## src/include/dcsw_cfg.svh

```systemverilog
// Purpose: Constants for the drive control/status word block
// Assumes: 16-bit cyclic control and status words, one clock
// Notes: Bit positions, codes and reset values
// Operation
// - Words exchanged every cycle, readable back
// - Control bits 0-2 are handshake only
// - Control bits 3-5 select block element
// - Control bits 6-7 drive configured processes
// - Control bits 8-9 select operation mode
// - Bit 13 falling halts homing, keeps pending
// - Bit 13 rising resumes homing, else ignored
// - Bit 14 low forces power stage off
// - Bit 15 falling quick-stops, then power off
// - Bit 15 rising with 14 enables stage
// - Stage off engages brake, stops transistors
// - Stage on releases brake, runs mode
// - Status bits 0-2 answer handshake
// - Status bit 5 marks command state change
// - Status bits 6-7 from configured sources
// - Status bits 8-9 report mode in force
// - Bits 11-13 report diagnostic changes, shutdown
// - Bits 14-15 report readiness level
// - First enable edge starts position identification if axis needs it
// - No ready-to-operate until identification succeeds
// - Torque limit unset means no torque
// - Reset request acts at phase zero entry
// - Enable-blocking word zero means enable allowed
`ifndef DCSW_CFG_SVH
`define DCSW_CFG_SVH
`define DCSW_CW_HS_LSB     4'h0
`define DCSW_CW_ELEM_LSB   4'h3
`define DCSW_CW_RT1        4'h6
`define DCSW_CW_RT2        4'h7
`define DCSW_CW_MODE_LSB   4'h8
`define DCSW_CW_HALT       4'hD
`define DCSW_CW_ENABLE     4'hE
`define DCSW_CW_DRIVE_ON   4'hF
`define DCSW_SW_CMD_CHG    4'h5
`define DCSW_SW_C3D        4'hB
`define DCSW_SW_C2D        4'hC
`define DCSW_SW_C1D        4'hD
`define DCSW_RDY_NOT       2'h0
`define DCSW_RDY_MAINS     2'h1
`define DCSW_RDY_POWERED   2'h2
`define DCSW_RDY_ACTIVE    2'h3
`define DCSW_CW_RESET      16'h0000
`define DCSW_BLOCK_CLEAR   32'h00000000
`define DCSW_ELEM_INACTIVE 3'h0
`endif

```

## src/include/dcsw_pkg.sv

```systemverilog
// Purpose: Types for the drive control/status word block
// Assumes: Used with dcsw_cfg.svh constants
// Notes: Holds state and mode enums plus state and output structs
package dcsw_pkg;
	typedef enum logic [1:0] {
		DCSW_MODE_PRIMARY,
		DCSW_MODE_SEC1,
		DCSW_MODE_SEC2,
		DCSW_MODE_SEC3
	} dcsw_mode_t;

	typedef enum logic [2:0] {
		DCSW_PS_OFF,
		DCSW_PS_IDENT,
		DCSW_PS_ON,
		DCSW_PS_QSTOP
	} dcsw_ps_t;

	typedef struct packed {
		logic [15:0] cw;
		logic [15:0] cw_prev;
		dcsw_ps_t    ps;
		logic        ident_done;
		logic        homing_halted;
		logic        cmd_chg;
		logic        c3d;
		logic        c2d;
		logic        reset_armed;
	} dcsw_state_t;

	typedef struct packed {
		logic        ps_on;
		logic        brake_rel;
		logic        torque_en;
		logic        qstop;
		logic        ident_start;
		logic        homing_halt;
		logic        homing_resume;
		logic        drive_reset;
		logic [15:0] sw;
	} dcsw_out_t;
endpackage : dcsw_pkg

```

## src/hdl/dcsw_edge.sv

```systemverilog
// Purpose: Edge detector for control word bits
// Assumes: Previous word is registered by the caller
// Notes: Purely combinational
`timescale 1ns/1ps
`default_nettype none
module dcsw_edge (
	input  wire logic [15:0] i_cur,   // Current word
	input  wire logic [15:0] i_prev,  // Word of previous cycle
	output logic      [15:0] o_rise,  // Zero to one per bit
	output logic      [15:0] o_fall   // One to zero per bit
);
	// Per-bit transitions
	always_comb begin
		o_rise = i_cur & ~i_prev;
		o_fall = ~i_cur & i_prev;
	end
endmodule : dcsw_edge
`default_nettype wire

```

## src/hdl/dcsw_core.sv

```systemverilog
// Purpose: Decode master control word, build drive status word
// Assumes: One new control word per I_CW_VALID pulse
// Notes: Motion loops and channel transport live outside
`timescale 1ns/1ps
`default_nettype none
`include "dcsw_cfg.svh"
module dcsw_core (
	input  wire logic        I_MCLK,          // 20 MHz clock
	input  wire logic        I_RST,           // Async reset, high
	input  wire logic        I_CW_VALID,      // Control word strobe
	input  wire logic [15:0] I_CW,            // Control word from master
	input  wire logic [2:0]  I_SC_HS,         // Drive handshake answer
	input  wire logic        I_RT_STAT1,      // Realtime status source 1
	input  wire logic        I_RT_STAT2,      // Realtime status source 2
	input  wire logic        I_CMD_EVENT,     // Procedure command changed
	input  wire logic        I_CMD_ACK,       // Clear command change flag
	input  wire logic        I_C3D_EVENT,     // Class-3 diagnostic change
	input  wire logic        I_C2D_EVENT,     // Class-2 diagnostic change
	input  wire logic        I_DIAG_ACK,      // Clear diagnostic flags
	input  wire logic        I_C1D_ERROR,     // Class-1 shutdown active
	input  wire logic        I_MAINS_READY,   // Ready for main power
	input  wire logic        I_MAINS_ON,      // Main power applied
	input  wire logic        I_NEEDS_IDENT,   // Axis needs identification
	input  wire logic        I_IDENT_OK,      // Identification finished
	input  wire logic        I_HOMING,        // Drive-controlled homing running
	input  wire logic        I_STOPPED,       // Motor at standstill
	input  wire logic        I_TORQUE_SET,    // Torque limit set in phase 2
	input  wire logic        I_RESET_REQ,     // Reset-on-phase-zero request
	input  wire logic        I_PHASE0_ENTER,  // Entering phase 0 pulse
	input  wire logic [31:0] I_BLOCK_SRC,     // Enable blocking reasons
	output logic      [15:0] O_SW,            // Status word to master
	output logic      [15:0] O_CW_READ,       // Control word readback
	output logic      [15:0] O_SW_READ,       // Status word readback
	output logic      [31:0] O_BLOCK,         // Enable blocking word
	output logic      [2:0]  O_SC_HS_M,       // Master handshake bits
	output logic      [2:0]  O_SC_ELEM,       // Selected block element
	output logic             O_SC_ACTIVE,     // Service channel active
	output logic             O_RT_CTRL1,      // Realtime control bit 1
	output logic             O_RT_CTRL2,      // Realtime control bit 2
	output logic      [1:0]  O_MODE,          // Mode in force
	output logic             O_PS_ON,         // Power stage transistors on
	output logic             O_BRAKE_REL,     // Holding brake released
	output logic             O_TORQUE_EN,     // Torque may be delivered
	output logic             O_QSTOP,         // Quick-stop deceleration
	output logic             O_IDENT_START,   // Identification start pulse
	output logic             O_HOMING_HALT,   // Halt homing, keep pending
	output logic             O_HOMING_RESUME, // Resume homing pulse
	output logic             O_DRIVE_RESET    // Drive reset pulse
);
	dcsw_pkg::dcsw_state_t st;       // Registered state
	dcsw_pkg::dcsw_state_t next_st;  // Next state
	dcsw_pkg::dcsw_out_t   ob;       // Registered outputs
	dcsw_pkg::dcsw_out_t   next_ob;  // Next outputs
	logic [15:0]           rise;     // Control rising edges
	logic [15:0]           fall;     // Control falling edges

	// Edges between successive control words
	dcsw_edge u_edge (
		.i_cur  (st.cw),
		.i_prev (st.cw_prev),
		.o_rise (rise),
		.o_fall (fall)
	);

	// Readiness code from state and power inputs
	function automatic logic [1:0] ready_code(
		input dcsw_pkg::dcsw_ps_t ps,
		input logic               c1d,
		input logic               mains_rdy,
		input logic               mains_on
	);
		logic [1:0] r;
		r = `DCSW_RDY_NOT;
		if (c1d || !mains_rdy) begin
			r = `DCSW_RDY_NOT;
		end else if (ps == dcsw_pkg::DCSW_PS_ON && mains_on) begin
			r = `DCSW_RDY_ACTIVE;
		end else if (mains_on) begin
			r = `DCSW_RDY_POWERED;
		end else begin
			r = `DCSW_RDY_MAINS;
		end
		return r;
	endfunction : ready_code

	// Next state and next outputs
	always_comb begin
		next_st = st;
		next_ob = ob;
		next_ob.ident_start   = 1'b0;
		next_ob.homing_resume = 1'b0;
		next_ob.drive_reset   = 1'b0;
		next_st.cw_prev = st.cw;
		// Capture a new word; edges seen next cycle
		if (I_CW_VALID) begin
			next_st.cw = I_CW;
		end
		// Halt and restart apply only during homing
		if (I_HOMING) begin
			if (fall[`DCSW_CW_HALT]) begin
				next_st.homing_halted = 1'b1;
			end else if (rise[`DCSW_CW_HALT] && st.homing_halted) begin
				next_st.homing_halted = 1'b0;
				next_ob.homing_resume = 1'b1;
			end
		end else begin
			next_st.homing_halted = 1'b0;
		end
		// Power stage sequencing
		case (st.ps)
			dcsw_pkg::DCSW_PS_OFF: begin
				if (rise[`DCSW_CW_DRIVE_ON] && st.cw[`DCSW_CW_ENABLE] && !I_C1D_ERROR
					&& I_BLOCK_SRC == `DCSW_BLOCK_CLEAR) begin
					if (I_NEEDS_IDENT && !st.ident_done) begin
						next_st.ps = dcsw_pkg::DCSW_PS_IDENT;
						next_ob.ident_start = 1'b1;
					end else begin
						next_st.ps = dcsw_pkg::DCSW_PS_ON;
					end
				end
			end
			dcsw_pkg::DCSW_PS_IDENT: begin
				if (!st.cw[`DCSW_CW_ENABLE] || I_C1D_ERROR) begin
					next_st.ps = dcsw_pkg::DCSW_PS_OFF;
				end else if (fall[`DCSW_CW_DRIVE_ON]) begin
					next_st.ps = dcsw_pkg::DCSW_PS_QSTOP;
				end else if (I_IDENT_OK) begin
					next_st.ident_done = 1'b1;
					next_st.ps = dcsw_pkg::DCSW_PS_ON;
				end
			end
			dcsw_pkg::DCSW_PS_ON: begin
				if (!st.cw[`DCSW_CW_ENABLE] || I_C1D_ERROR) begin
					next_st.ps = dcsw_pkg::DCSW_PS_OFF;
				end else if (fall[`DCSW_CW_DRIVE_ON]) begin
					next_st.ps = dcsw_pkg::DCSW_PS_QSTOP;
				end
			end
			dcsw_pkg::DCSW_PS_QSTOP: begin
				if (!st.cw[`DCSW_CW_ENABLE] || I_C1D_ERROR || I_STOPPED) begin
					next_st.ps = dcsw_pkg::DCSW_PS_OFF;
				end
			end
			default: begin
				next_st.ps = dcsw_pkg::DCSW_PS_OFF;
			end
		endcase
		// Stage drive, brake and torque follow the next state
		next_ob.ps_on     = next_st.ps != dcsw_pkg::DCSW_PS_OFF;
		next_ob.brake_rel = next_ob.ps_on;
		next_ob.torque_en = next_ob.ps_on && I_TORQUE_SET;
		next_ob.qstop     = next_st.ps == dcsw_pkg::DCSW_PS_QSTOP;
		next_ob.homing_halt = next_st.homing_halted;
		// Sticky change flags, event wins over clear
		if (I_CMD_EVENT) begin
			next_st.cmd_chg = 1'b1;
		end else if (I_CMD_ACK) begin
			next_st.cmd_chg = 1'b0;
		end
		if (I_C3D_EVENT) begin
			next_st.c3d = 1'b1;
		end else if (I_DIAG_ACK) begin
			next_st.c3d = 1'b0;
		end
		if (I_C2D_EVENT) begin
			next_st.c2d = 1'b1;
		end else if (I_DIAG_ACK) begin
			next_st.c2d = 1'b0;
		end
		// Reset request acts at phase zero entry, remembered one cycle only
		if (I_PHASE0_ENTER && (st.reset_armed || I_RESET_REQ)) begin
			next_ob.drive_reset = 1'b1;
			next_st.reset_armed = 1'b0;
		end else begin
			next_st.reset_armed = I_RESET_REQ;
		end
		// Status word assembly, reserved bits zero
		next_ob.sw = 16'h0000;
		next_ob.sw[2:0] = I_SC_HS;
		next_ob.sw[`DCSW_SW_CMD_CHG] = next_st.cmd_chg;
		next_ob.sw[6] = I_RT_STAT1;
		next_ob.sw[7] = I_RT_STAT2;
		next_ob.sw[9:8] = next_ob.ps_on ? st.cw[9:8] : ob.sw[9:8];
		next_ob.sw[`DCSW_SW_C3D] = next_st.c3d;
		next_ob.sw[`DCSW_SW_C2D] = next_st.c2d;
		next_ob.sw[`DCSW_SW_C1D] = I_C1D_ERROR;
		next_ob.sw[15:14] = ready_code(next_st.ps, I_C1D_ERROR, I_MAINS_READY, I_MAINS_ON);
	end

	// State and output registers
	always_ff @(posedge I_MCLK or posedge I_RST) begin
		if (I_RST) begin
			st <= '{cw: `DCSW_CW_RESET, cw_prev: `DCSW_CW_RESET, ps: dcsw_pkg::DCSW_PS_OFF, default: 1'b0};
			ob <= '{sw: 16'h0000, default: 1'b0};
		end else begin
			st <= next_st;
			ob <= next_ob;
		end
	end

	// Readback and decoded-field registers
	logic [15:0] sw_rd;       // Status readback
	logic [31:0] block_q;     // Blocking word
	logic [15:0] cw_q;        // Decoded control copy
	logic        sc_act;      // Channel active flag, registered so the pin has no decode glitch
	always_ff @(posedge I_MCLK or posedge I_RST) begin
		if (I_RST) begin
			sw_rd   <= 16'h0000;
			block_q <= `DCSW_BLOCK_CLEAR;
			cw_q    <= `DCSW_CW_RESET;
			sc_act  <= 1'b0;
		end else begin
			sw_rd   <= next_ob.sw;
			block_q <= I_BLOCK_SRC;
			cw_q    <= next_st.cw & 16'hE3FF;
			sc_act  <= next_st.cw[5:3] != `DCSW_ELEM_INACTIVE;
		end
	end

	// Output wiring, all from flip-flops
	always_comb begin
		O_SW            = ob.sw;
		O_SW_READ       = sw_rd;
		O_CW_READ       = st.cw;
		O_BLOCK         = block_q;
		O_SC_HS_M       = cw_q[2:0];
		O_SC_ELEM       = cw_q[5:3];
		O_SC_ACTIVE     = sc_act;
		O_RT_CTRL1      = cw_q[`DCSW_CW_RT1];
		O_RT_CTRL2      = cw_q[`DCSW_CW_RT2];
		O_MODE          = ob.sw[9:8];
		O_PS_ON         = ob.ps_on;
		O_BRAKE_REL     = ob.brake_rel;
		O_TORQUE_EN     = ob.torque_en;
		O_QSTOP         = ob.qstop;
		O_IDENT_START   = ob.ident_start;
		O_HOMING_HALT   = ob.homing_halt;
		O_HOMING_RESUME = ob.homing_resume;
		O_DRIVE_RESET   = ob.drive_reset;
	end
endmodule : dcsw_core
`default_nettype wire

```

## config.mk

```make
export PLATFORM = sky130hd
export DESIGN_NAME = dcsw_core
export DESIGN_NICKNAME = d
export VERILOG_FILES = /design/src/include/dcsw_pkg.sv /design/src/hdl/dcsw_edge.sv /design/src/hdl/dcsw_core.sv
export VERILOG_INCLUDE_DIRS = /design/src /design/src/include
export SDC_FILE = /design/constraint.sdc
export NUM_CORES = 1
export LEC_CHECK = 0
export BUFFER_PORTS_ARGS = -buffer_cell sky130_fd_sc_hd__buf_2
export CORE_AREA = 3 3 90 92
export CTS_BUF_LIST = sky130_fd_sc_hd__clkbuf_4
export CTS_CLUSTER_DIAMETER = 120
export DETAILED_ROUTE_END_ITERATION = 8
export DIE_AREA = 0 0 93 95
export PLACE_DENSITY = 0.82
export SYNTH_ARGS = -nofsm -noshare
export SYNTH_HDL_FRONTEND = slang
export SYNTH_HIERARCHICAL = 1
export SYNTH_SLANG_ARGS = --single-unit
export TNS_END_PERCENT = 20
```

## constraint.sdc

```tcl
create_clock -name I_MCLK -period 2.6 [get_ports I_MCLK]
set_input_delay 0 -clock I_MCLK [delete_from_list [all_inputs] [get_ports I_MCLK]]
set_output_delay 0 -clock I_MCLK [all_outputs]
set_load 0.01 [all_outputs]
```

==> results of run 1 <==
layout make-up:
type                    count  area share
clock inverters             3     0.00380
multi-input cells          73       0.137
clock buffers              11      0.0193
flip-flops and latches     76       0.445
well taps                  99      0.0290
repair buffers            236       0.360
inverters                   7     0.00643
per-stage QoR:
stage                     cells  utilization  cell area (sq um)
after floorplan             205            -               2870
after CTS                   505        0.587               4280
after global placement      420        0.476               3470
after detailed placement    420        0.476               3470
final                       505        0.587               4280
after global routing        505        0.587               4280
layout by cell type (no fill, tap or decap), types with 2 or more instances in the layout:
cell and instances:
sky130_fd_sc_hd__buf_2 163, sky130_fd_sc_hd__dfrtp_1 76, sky130_fd_sc_hd__dlygate4sd3_1 71, sky130_fd_sc_hd__mux2_1 18
sky130_fd_sc_hd__clkbuf_4 11, sky130_fd_sc_hd__nor4_1 7, sky130_fd_sc_hd__conb_1 7, sky130_fd_sc_hd__inv_1 6
sky130_fd_sc_hd__a21o_1 4, sky130_fd_sc_hd__and2b_2 4, sky130_fd_sc_hd__nand2b_1 3, sky130_fd_sc_hd__nor2_1 3
sky130_fd_sc_hd__o21a_1 3, sky130_fd_sc_hd__nor2b_1 3, sky130_fd_sc_hd__o21ai_1 2, sky130_fd_sc_hd__nor3b_2 2
sky130_fd_sc_hd__a21oi_1 2, sky130_fd_sc_hd__clkinv_2 2, sky130_fd_sc_hd__buf_4 2
final timing paths:
check                           cells after the start             to           from  slack [ns]
max in group asynchronous                           4   O_SW_READ[0]          I_RST        1.74
min in group asynchronous                           3    O_BLOCK[23]          I_RST        0.17
worst min-delay path                                3          st[6]      I_STOPPED        0.04
worst max register to register                      6  O_SW_READ[14]          st[7]        0.20
worst min register to register                      0         st[24]  O_CW_READ[15]        0.45
worst max-delay path                                6  O_SW_READ[14]          st[7]        0.20
routing by layer:
layer	GRT usage	vias to the layer above	wire, um
met2	0.337	113	4070
met4	0.0745	0	155
li1	-	1022	-
met3	0.0470	15	613
met5	0	-	0
met1	0.171	1022	2550
power by group:
part	total, W	internal, W	switching, W
clock network	0.000577	0.000204	0.000373
registers	0.00128	0.00125	0.0000320
logic	0.000369	0.000199	0.000170
total	0.00223	0.00165	0.000575
flip-flops by register name, summed over array words and instances (netlist names), 7 cells and up:
| register | cells |
|---|---|
| st | 7 |
| O_SW_READ | 13 |
| O_CW_READ | 16 |
| O_BLOCK | 32 |
tightest hold or removal path, delay by kind of cell:
kind | cells | cell delay, ns
AO/OA/AOI/OAI | 1 | 0.23
buffers and inverters | 1 | 0.11
AND/OR/NAND/NOR | 1 | 0.06
==> tab_implementation.tex, run 1 <==
\begin{tabular}{lr}
\hline
Metric & Value \\
\hline
\multicolumn{2}{l}{\textbf{Routing}} \\
Antenna viol nets, final & 0 \\
Final routed DRC violation total & 0 \\
DRT iter0 DRCs & 27 \\
Wire length reported by the detailed router & 7.40 mm \\
Detail-routed via count per cell & between 4 and 5 \\
TritonRoute pass-1 iters & 3 \\
Routed length per instance & between 10 and 15 um \\
Vias post-DR & approximately 2200 \\
\multicolumn{2}{l}{\textbf{STA}} \\
Setup Viol. Count Final & 0 \\
Worst hold slack & 0.0411 ns \\
RSZ-0062 raised after global routing & no \\
Hold violation count in the final report & 0 \\
PnR worst setup slack & 0.205 ns \\
Clock tree skew after final layout & 0.00652 ns \\
Worst slew pin tran & 0.562 ns \\
Max-slew violations & 0 \\
Tmin final & 2.40 ns \\
Worst relative slew slack & 0.625 \\
Final critical-path share of the clock period & 0.921 \\
Total negative slack for setup checks & 0 ns \\
Fmax & 0.417 GHz \\
\multicolumn{2}{l}{\textbf{Power}} \\
Leakage power total & 2.21 nW \\
Areal power density over the cells & roughly 520 nW/um\^{}2 \\
Total Power Consumption & 0.00223 W \\
Highest ir drop seen on vdd & 0.273 mV \\
\multicolumn{2}{l}{\textbf{Clock tree}} \\
Maximum count of clock buffers along a single path & 2 \\
Clk\_lat worst skew & 0.39 ns \\
Gates resized, CTS repair & 0 \\
Buffer count from post-CTS setup fixing & 0 \\
Clock slew at reported path FFs & 0.11 ns \\
Num Clock Sinks & 76 \\
Cts bufs inserted & 9 \\
CTS tree & done \\
Number of levels in the clock H-tree & 3 \\
Cts hold-fix bufs & 71 \\
Clock tree root driver cell & sky130\_fd\_sc\_hd\_\_clkbuf\_4 \\
\multicolumn{2}{l}{\textbf{Critical path}} \\
Peak per-stage delay on the critical path & 0.56 ns \\
WP data arrival & 2.68 ns \\
Data required time at the worst endpoint & between 2 and 3 ns \\
Kind of launch point of the worst setup path & register \\
Slowest cell on crit path & sky130\_fd\_sc\_hd\_\_or4\_4 \\
Kind of end point of the critical path & register \\
Buffers plus inverters on the worst setup path & 1 \\
CP Class & reg2reg \\
Worst-path fanout max & 5 \\
List of cells traversed by the critical path & nor4b\_2, nand3\_1, or4\_4, o211ai\_1, a21oi\_1, dlygate4sd3\_1 \\
Largest delay share family, worst path & simple AND/OR/NAND/NOR gates \\
\multicolumn{2}{l}{\textbf{Placement}} \\
RD Place Congestion & 0.681 \\
Detailed placer's ending HPWL & 5.00 mm \\
Port Buf Inserts & around 160 \\
Worst setup slack before clock tree synthesis & around 0.67 ns \\
\multicolumn{2}{l}{\textbf{Die}} \\
Core Area & 7290 sq um \\
Die width & 93 um \\
Number of standard-cell rows in the floorplan & 31 \\
Vert. Die Dim & 95 um \\
Number of top-level pins & between 150 and 200 \\
Starting density of the core & 0.391 \\
Die outline area & between 8000 and 9000 sq um \\
\multicolumn{2}{l}{\textbf{GRT}} \\
Total gr overflow & 0 \\
Pin count of the biggest net entering global routing & 36 \\
Antenna violations before repair & 0 \\
Global router's overall resource usage & 0.173 \\
Global-route wire length before repair & 11.4 mm \\
Via count of the first global-routing pass & around 2300 \\
\multicolumn{2}{l}{\textbf{Hold path}} \\
Min-delay worst type & in2reg \\
\multicolumn{2}{l}{\textbf{Cells and area}} \\
Area occupied by multi-input gates & 584 sq um \\
Post-layout net count & 474 \\
Area Growth Syn to Fin & 50.1\% \\
Number of fill cells in the layout & between 600 and 700 \\
Antenna diode count & 0 \\
Share of layout cells above drive strength 1 & 0.468 \\
Area used by sequential logic in the layout & $\sim$1900 sq um \\
\multicolumn{2}{l}{\textbf{Synth}} \\
Synthesized instance count & 199 \\
Area of the mapped netlist & approximately 2900 sq um \\
Synthesized area divided by synthesized cell count & approximately 14 sq um \\
Yosys synthesis warning count & 6 \\
\multicolumn{2}{l}{\textbf{Status}} \\
Status & finished clean \\
\multicolumn{2}{l}{\textbf{Flow run}} \\
Number of maximum-capacitance constraint violations & 0 \\
\hline
\end{tabular}
Note: power is estimated with default switching activity, not from simulation.
==> run 2: changes to the inputs <==
--- a/config.mk
+++ b/config.mk
@@ -12,7 +12,7 @@
 export CTS_CLUSTER_DIAMETER = 120
 export DETAILED_ROUTE_END_ITERATION = 8
 export DIE_AREA = 0 0 93 95
-export PLACE_DENSITY = 0.82
+export PLACE_DENSITY = 0.8
 export SYNTH_ARGS = -nofsm -noshare
 export SYNTH_HDL_FRONTEND = slang
 export SYNTH_HIERARCHICAL = 1
==> tab_implementation.tex, run 2 (synthesis gave the netlist of run 1 again) <==
\begin{tabular}{lr}
\hline
Metric & Value \\
\hline
\multicolumn{2}{l}{\textbf{STA}} \\
Tmin final & about 2.4 ns \\
Hold violation count in the final report & 0 \\
Max-slew violations & 0 \\
Final critical-path share of the clock period & 0.936 \\
Worst slew pin tran & 0.854 ns \\
Setup Viol. Count Final & 0 \\
Worst relative slew slack & 0.430 \\
Fmax & 0.411 GHz \\
RSZ-0062 raised after global routing & no \\
Clock tree skew after final layout & $\sim$0.0076 ns \\
Total negative slack for setup checks & 0 ns \\
PnR worst setup slack & about 0.17 ns \\
\multicolumn{2}{l}{\textbf{Status}} \\
Status & finished clean \\
\multicolumn{2}{l}{\textbf{Critical path}} \\
Worst-path fanout max & 5 \\
Data required time at the worst endpoint & 2.90 ns \\
Kind of end point of the critical path & register \\
Kind of launch point of the worst setup path & register \\
WP data arrival & about 2.7 ns \\
CP Class & reg2reg \\
\multicolumn{2}{l}{\textbf{Clock tree}} \\
Gates resized, CTS repair & 0 \\
CTS tree & done \\
Clock slew at reported path FFs & 0.12 ns \\
Clock tree root driver cell & sky130\_fd\_sc\_hd\_\_clkbuf\_4 \\
Number of levels in the clock H-tree & 3 \\
Maximum count of clock buffers along a single path & 2 \\
Clk\_lat worst skew & 0.40 ns \\
Num Clock Sinks & 76 \\
Cts bufs inserted & 9 \\
\multicolumn{2}{l}{\textbf{Routing}} \\
Met2 routed WL & 4.04 mm \\
Vias post-DR & 2196 \\
TritonRoute pass-1 iters & 3 \\
DRT iter0 DRCs & between 40 and 50 \\
Final routed DRC violation total & 0 \\
Routed length per instance & 14.4 um \\
Routed length on met3 & 525 um \\
Wire length on met1 & 2.54 mm \\
Uppermost routed layer & met4 \\
Wire length reported by the detailed router & 7.30 mm \\
Antenna viol nets, final & 0 \\
Detail-routed via count per cell & $\sim$4.3 \\
\multicolumn{2}{l}{\textbf{GRT}} \\
Via count of the first global-routing pass & 2369 \\
Antenna violations before repair & 0 \\
Global-route wire length before repair & 11.4 mm \\
Total gr overflow & 0 \\
Pin count of the biggest net entering global routing & 52 \\
Global router's overall resource usage & 0.172 \\
\multicolumn{2}{l}{\textbf{Cells and area}} \\
Utilization of the core after routing & 0.594 \\
Area used by sequential logic in the layout & 1900 sq um \\
Area occupied by multi-input gates & 584 sq um \\
Max FFs per register & 32 \\
Area Growth Syn to Fin & 52.0\% \\
Number of non-filler instances in the completed layout & just over 500 \\
Post-layout net count & 474 \\
Share of layout cells above drive strength 1 & 0.471 \\
Number of fill cells in the layout & 630 \\
Commonest non-fill, non-tap cell in the layout & sky130\_fd\_sc\_hd\_\_buf\_2 \\
Top library cells by usage in the layout, fill and taps aside & 163 x sky130\_fd\_sc\_hd\_\_buf\_2, 76 x sky130\_fd\_sc\_hd\_\_dfrtp\_1, 72 x sky130\_fd\_sc\_hd\_\_dlygate4sd3\_1 \\
Antenna diode count & 0 \\
\multicolumn{2}{l}{\textbf{Flow run}} \\
Number of maximum-capacitance constraint violations & 0 \\
\multicolumn{2}{l}{\textbf{Placement}} \\
Cells after DPL & 419 \\
Worst setup slack before clock tree synthesis & 0.632 ns \\
Port Buf Inserts & 163 \\
Detailed placer's ending HPWL & 5.00 mm \\
RD Place Congestion & 0.752 \\
\multicolumn{2}{l}{\textbf{Power}} \\
Leakage power total & approximately 2.2 nW \\
Areal power density over the cells & 543 nW/um\^{}2 \\
Highest ir drop seen on vdd & 0.319 mV \\
\multicolumn{2}{l}{\textbf{Die}} \\
Number of standard-cell rows in the floorplan & 31 \\
Number of top-level pins & between 150 and 200 \\
Core Area & 7290 sq um \\
Vert. Die Dim & approximately 95 um \\
Die width & $\sim$93 um \\
Die outline area & 8840 sq um \\
Starting density of the core & 0.391 \\
\multicolumn{2}{l}{\textbf{Hold path}} \\
Min-delay worst type & in2reg \\
\hline
\end{tabular}
## run 2: layout make-up
class,instances,area share
clock buffer,10,0.0173
clock inverter,6,0.0147
multi-input combinational,73,0.135
inverter,7,0.00635
tap,99,0.0286
timing repair buffer,236,0.359
sequential,76,0.439
## run 2: power breakdown
part	switching, W	internal (W)
sequential	0.0000319	0.00125
clock	0.000399	0.000304
combinational	0.000170	0.000201
total	0.000601	0.00175
## run 2: per-layer routing
| metal | up-vias | track usage |
|---|---|---|
| met2 | 105 | 0.328 |
| met5 | - | 0 |
| li1 | 1022 | - |
| met4 | 0 | 0.0830 |
| met1 | 1050 | 0.176 |
| met3 | 19 | 0.0406 |
## run 2: path summary, 6_finish.rpt
kind | from | to | slack, ns | cells after the start
worst min register to register | O_CW_READ[13] | st[22] | 0.44 | 0
worst min-delay path | I_CW_VALID | O_CW_READ[0] | 0.11 | 2
max in group asynchronous | I_RST | O_CW_READ[15] | 1.69 | 4
min in group asynchronous | I_RST | O_BLOCK[11] | 0.29 | 3
worst max-delay path | st[7] | O_SW_READ[14] | 0.17 | 6
worst max register to register | st[7] | O_SW_READ[14] | 0.17 | 6
## run 2: worst max-delay path, stage by stage, from the launching register on
cell and delay [ns]:
sky130_fd_sc_hd__dfrtp_1 0.45, sky130_fd_sc_hd__nor4b_2 0.37, sky130_fd_sc_hd__nand3_1 0.18, sky130_fd_sc_hd__or4_4 0.56
sky130_fd_sc_hd__o211ai_1 0.13, sky130_fd_sc_hd__a21oi_1 0.09, sky130_fd_sc_hd__dlygate4sd3_1 0.55
## run 2: timing repair
| item | CTS | global route |
|---|---|---|
| setup buffers | 0 | 0 |
| hold endpoints to repair | 119 | 0 |
| hold buffers | 72 | 0 |
## run 2: stage by stage
| stage | cell area (sq um) | total power, W | hold slack (ns) |
|---|---|---|---|
| CTS | 4330 | 0.00239 | 0.0698 |
| global route | 4330 | 0.00248 | 0.0964 |
| floorplan | 2870 | 0.00149 | 0.0314 |
| finish | 4330 | 0.00235 | 0.112 |
| detailed placement | 3470 | 0.00159 | 0.111 |
| global placement | 3470 | 0.00158 | 0.111 |
==> run 3: changes to the inputs <==
--- a/config.mk
+++ b/config.mk
@@ -13,6 +13,7 @@
 export DETAILED_ROUTE_END_ITERATION = 8
 export DIE_AREA = 0 0 93 95
 export PLACE_DENSITY = 0.8
+export REMOVE_ABC_BUFFERS = 1
 export SYNTH_ARGS = -nofsm -noshare
 export SYNTH_HDL_FRONTEND = slang
 export SYNTH_HIERARCHICAL = 1
==> tab_implementation.tex, run 3 (synthesis gave the netlist of run 1 again) <==
\begin{tabular}{lr}
\hline
Metric & Value \\
\hline
\multicolumn{2}{l}{\textbf{GRT}} \\
GR met3 Demand/Resource & 0.0749 \\
Layer carrying the most global-route usage & met2 \\
Met2 demand-to-capacity share in global routing & 0.295 \\
Pin count of the biggest net entering global routing & 30 \\
Total gr overflow & 0 \\
GR met1 Demand/Resource & 0.182 \\
Global router's overall resource usage & 0.173 \\
Global-route wire length before repair & 11.3 mm \\
Via count of the first global-routing pass & 2317 \\
Antenna violations before repair & 0 \\
\multicolumn{2}{l}{\textbf{Clock tree}} \\
CTS tree & done \\
Number of levels in the clock H-tree & 3 \\
Clock slew at reported path FFs & between 0.1 and 0.15 ns \\
Num Clock Sinks & between 70 and 80 \\
Cts bufs inserted & 9 \\
Maximum count of clock buffers along a single path & 2 \\
Clock tree root driver cell & sky130\_fd\_sc\_hd\_\_clkbuf\_4 \\
Buffer count from post-CTS setup fixing & 0 \\
Clk\_lat worst skew & between 0.4 and 0.5 ns \\
\multicolumn{2}{l}{\textbf{STA}} \\
PnR worst setup slack & 0.209 ns \\
Clock tree skew after final layout & 0.0118 ns \\
Max-slew violations & 0 \\
Fmax & 0.418 GHz \\
Tmin final & between 2 and 2.5 ns \\
Setup Viol. Count Final & 0 \\
Hold violation count in the final report & 0 \\
RSZ-0062 raised after global routing & no \\
Total negative slack for setup checks & 0 ns \\
Final critical-path share of the clock period & 0.920 \\
\multicolumn{2}{l}{\textbf{Die}} \\
Core Area & 7290 sq um \\
Vert. Die Dim & about 95 um \\
Starting density of the core & 0.391 \\
Number of standard-cell rows in the floorplan & 31 \\
Die width & 93 um \\
Number of top-level pins & 170 \\
Die outline area & 8840 sq um \\
\multicolumn{2}{l}{\textbf{Placement}} \\
Detailed placer's ending HPWL & roughly 4.7 mm \\
Worst setup slack before clock tree synthesis & 0.641 ns \\
RD Place Congestion & 0.818 \\
Port Buf Inserts & 163 \\
\multicolumn{2}{l}{\textbf{Critical path}} \\
List of cells traversed by the critical path & nor4b\_2, nand3\_1, or4\_4, o211ai\_1, a21oi\_1, dlygate4sd3\_1 \\
Startpoint of the most critical register-to-register path & st[7] \\
Slowest cell on crit path & sky130\_fd\_sc\_hd\_\_or4\_4 \\
Reg-to-reg slack, setup & 0.21 ns \\
Critical register-to-register path endpoint & O\_SW\_READ[14] \\
Largest delay share family, worst path & simple AND/OR/NAND/NOR gates \\
WP data arrival & 2.70 ns \\
Worst-path fanout max & 5 \\
Buffers plus inverters on the worst setup path & 1 \\
Cell depth of the worst flop-to-flop path & 6 \\
CP Class & reg2reg \\
Kind of end point of the critical path & register \\
Peak per-stage delay on the critical path & 0.56 ns \\
Data required time at the worst endpoint & 2.91 ns \\
Kind of launch point of the worst setup path & register \\
\multicolumn{2}{l}{\textbf{Power}} \\
Net switching power & roughly 0.00063 W \\
Switching share of power & 0.276 \\
Highest ir drop seen on vdd & 0.330 mV \\
Total Power Consumption & 0.00228 W \\
Internal power & $\sim$0.0016 W \\
Areal power density over the cells & 528 nW/um\^{}2 \\
Fraction of power consumed by sequential logic & 0.563 \\
Combinational cell fraction of total power & 0.162 \\
Clock power share & 0.275 \\
Leakage power total & 2.22 nW \\
\multicolumn{2}{l}{\textbf{Routing}} \\
Final routed DRC violation total & 0 \\
DRT iter0 DRCs & 78 \\
TritonRoute pass-1 iters & 4 \\
Antenna viol nets, final & 0 \\
Routed length per instance & 14.5 um \\
Wire length reported by the detailed router & roughly 7.4 mm \\
Detail-routed via count per cell & between 4 and 5 \\
Vias post-DR & 2190 \\
\multicolumn{2}{l}{\textbf{Cells and area}} \\
Area used by sequential logic in the layout & 1900 sq um \\
Utilization of the core after routing & 0.591 \\
Area Growth Syn to Fin & 51.2\% \\
Commonest non-fill, non-tap cell in the layout & sky130\_fd\_sc\_hd\_\_buf\_2 \\
Antenna diode count & 0 \\
Post-layout net count & 475 \\
Share of layout cells above drive strength 1 & 0.469 \\
Top library cells by usage in the layout, fill and taps aside & 163 x sky130\_fd\_sc\_hd\_\_buf\_2, 76 x sky130\_fd\_sc\_hd\_\_dfrtp\_1, 72 x sky130\_fd\_sc\_hd\_\_dlygate4sd3\_1 \\
Area occupied by multi-input gates & 584 sq um \\
Max FFs per register & 32 \\
Number of fill cells in the layout & 615 \\
\multicolumn{2}{l}{\textbf{Hold path}} \\
Worst hold path cell count & 2 \\
End point of the worst hold path & O\_CW\_READ[6] \\
Min-delay worst type & in2reg \\
HP Start & I\_CW\_VALID \\
\multicolumn{2}{l}{\textbf{Flow run}} \\
Number of maximum-capacitance constraint violations & 0 \\
\multicolumn{2}{l}{\textbf{Status}} \\
Status & finished clean \\
\hline
\end{tabular}
-- run 3: changes by cell type in the layout (fill, tap and decap cells not counted) --
| cell | change |
|---|---|
| sky130_fd_sc_hd__clkbuf_4 | -1 |
| sky130_fd_sc_hd__clkinv_1 | +1 |
| sky130_fd_sc_hd__bufinv_16 | -1 |
| sky130_fd_sc_hd__buf_12 | -1 |
| sky130_fd_sc_hd__clkinv_2 | -2 |
| sky130_fd_sc_hd__clkinv_4 | +2 |
| sky130_fd_sc_hd__buf_4 | +2 |
| sky130_fd_sc_hd__clkinvlp_4 | +1 |
-- run 3: power by group through the flow --
stage          clock, W  combinational, W  sequential [W]
4_1_cts        0.000653          0.000368         0.00128
6_report       0.000626          0.000369         0.00128
3_3_place_gp          0          0.000279         0.00130
5_1_grt        0.000729          0.000402         0.00129
3_5_place_dp          0          0.000284         0.00130
2_1_floorplan         0         0.0000667         0.00135
-- run 3: metrics by stage --
step | hold WS (ns) | area [sq um] | std cells
finish | 0.0770 | 4310 | 508
global route | 0.0438 | 4310 | 508
detailed placement | 0.0415 | 3470 | 420
CTS | 0.0602 | 4310 | 508
global placement | 0.0330 | 3470 | 420
floorplan | 0.0314 | 2510 | 156
-- run 3: cell type report --
cell class / instances / share of cell area
Clock buffer: 9 / 0.0157
Clock inverter: 7 / 0.0122
Inverter: 7 / 0.00639
Multi-Input combinational cell: 73 / 0.136
Sequential cell: 76 / 0.441
Tap cell: 99 / 0.0287
Timing Repair Buffer: 237 / 0.360
-- run 3: how the worst max path moves through the flow --
stage | slack [ns] | endpoint | start | cells after the start
floorplan | 0.66 | O_BLOCK[0] | I_RST | 1
global placement | 0.78 | O_SW_READ[8] | O_CW_READ[15] | 6
detailed placement | 0.64 | O_SW_READ[8] | O_CW_READ[15] | 6
CTS | 0.19 | O_SW_READ[14] | st[7] | 6
global route | 0.06 | O_SW_READ[14] | st[7] | 6
finish | 0.21 | O_SW_READ[14] | st[7] | 6
-- run 3: metal layers --
layer | vias up | part of all wire
li1 | 1028 | -
met1 | 1030 | 0.37
met2 | 112 | 0.52
met3 | 20 | 0.081
met4 | 0 | 0.030
met5 | - | 0
-- run 3: worst register-to-register path, cell delays in order, from the launching register on --
cell and delay (ns):
sky130_fd_sc_hd__dfrtp_1 0.44, sky130_fd_sc_hd__nor4b_2 0.36, sky130_fd_sc_hd__nand3_1 0.18, sky130_fd_sc_hd__or4_4 0.56, sky130_fd_sc_hd__o211ai_1 0.11, sky130_fd_sc_hd__a21oi_1 0.09
sky130_fd_sc_hd__dlygate4sd3_1 0.55
-- run 3: what timing repair did --
item | in CTS | in global routing
resized for setup | 0 | 0
hold endpoints to repair | 96 | 0
hold buffers | 72 | 0
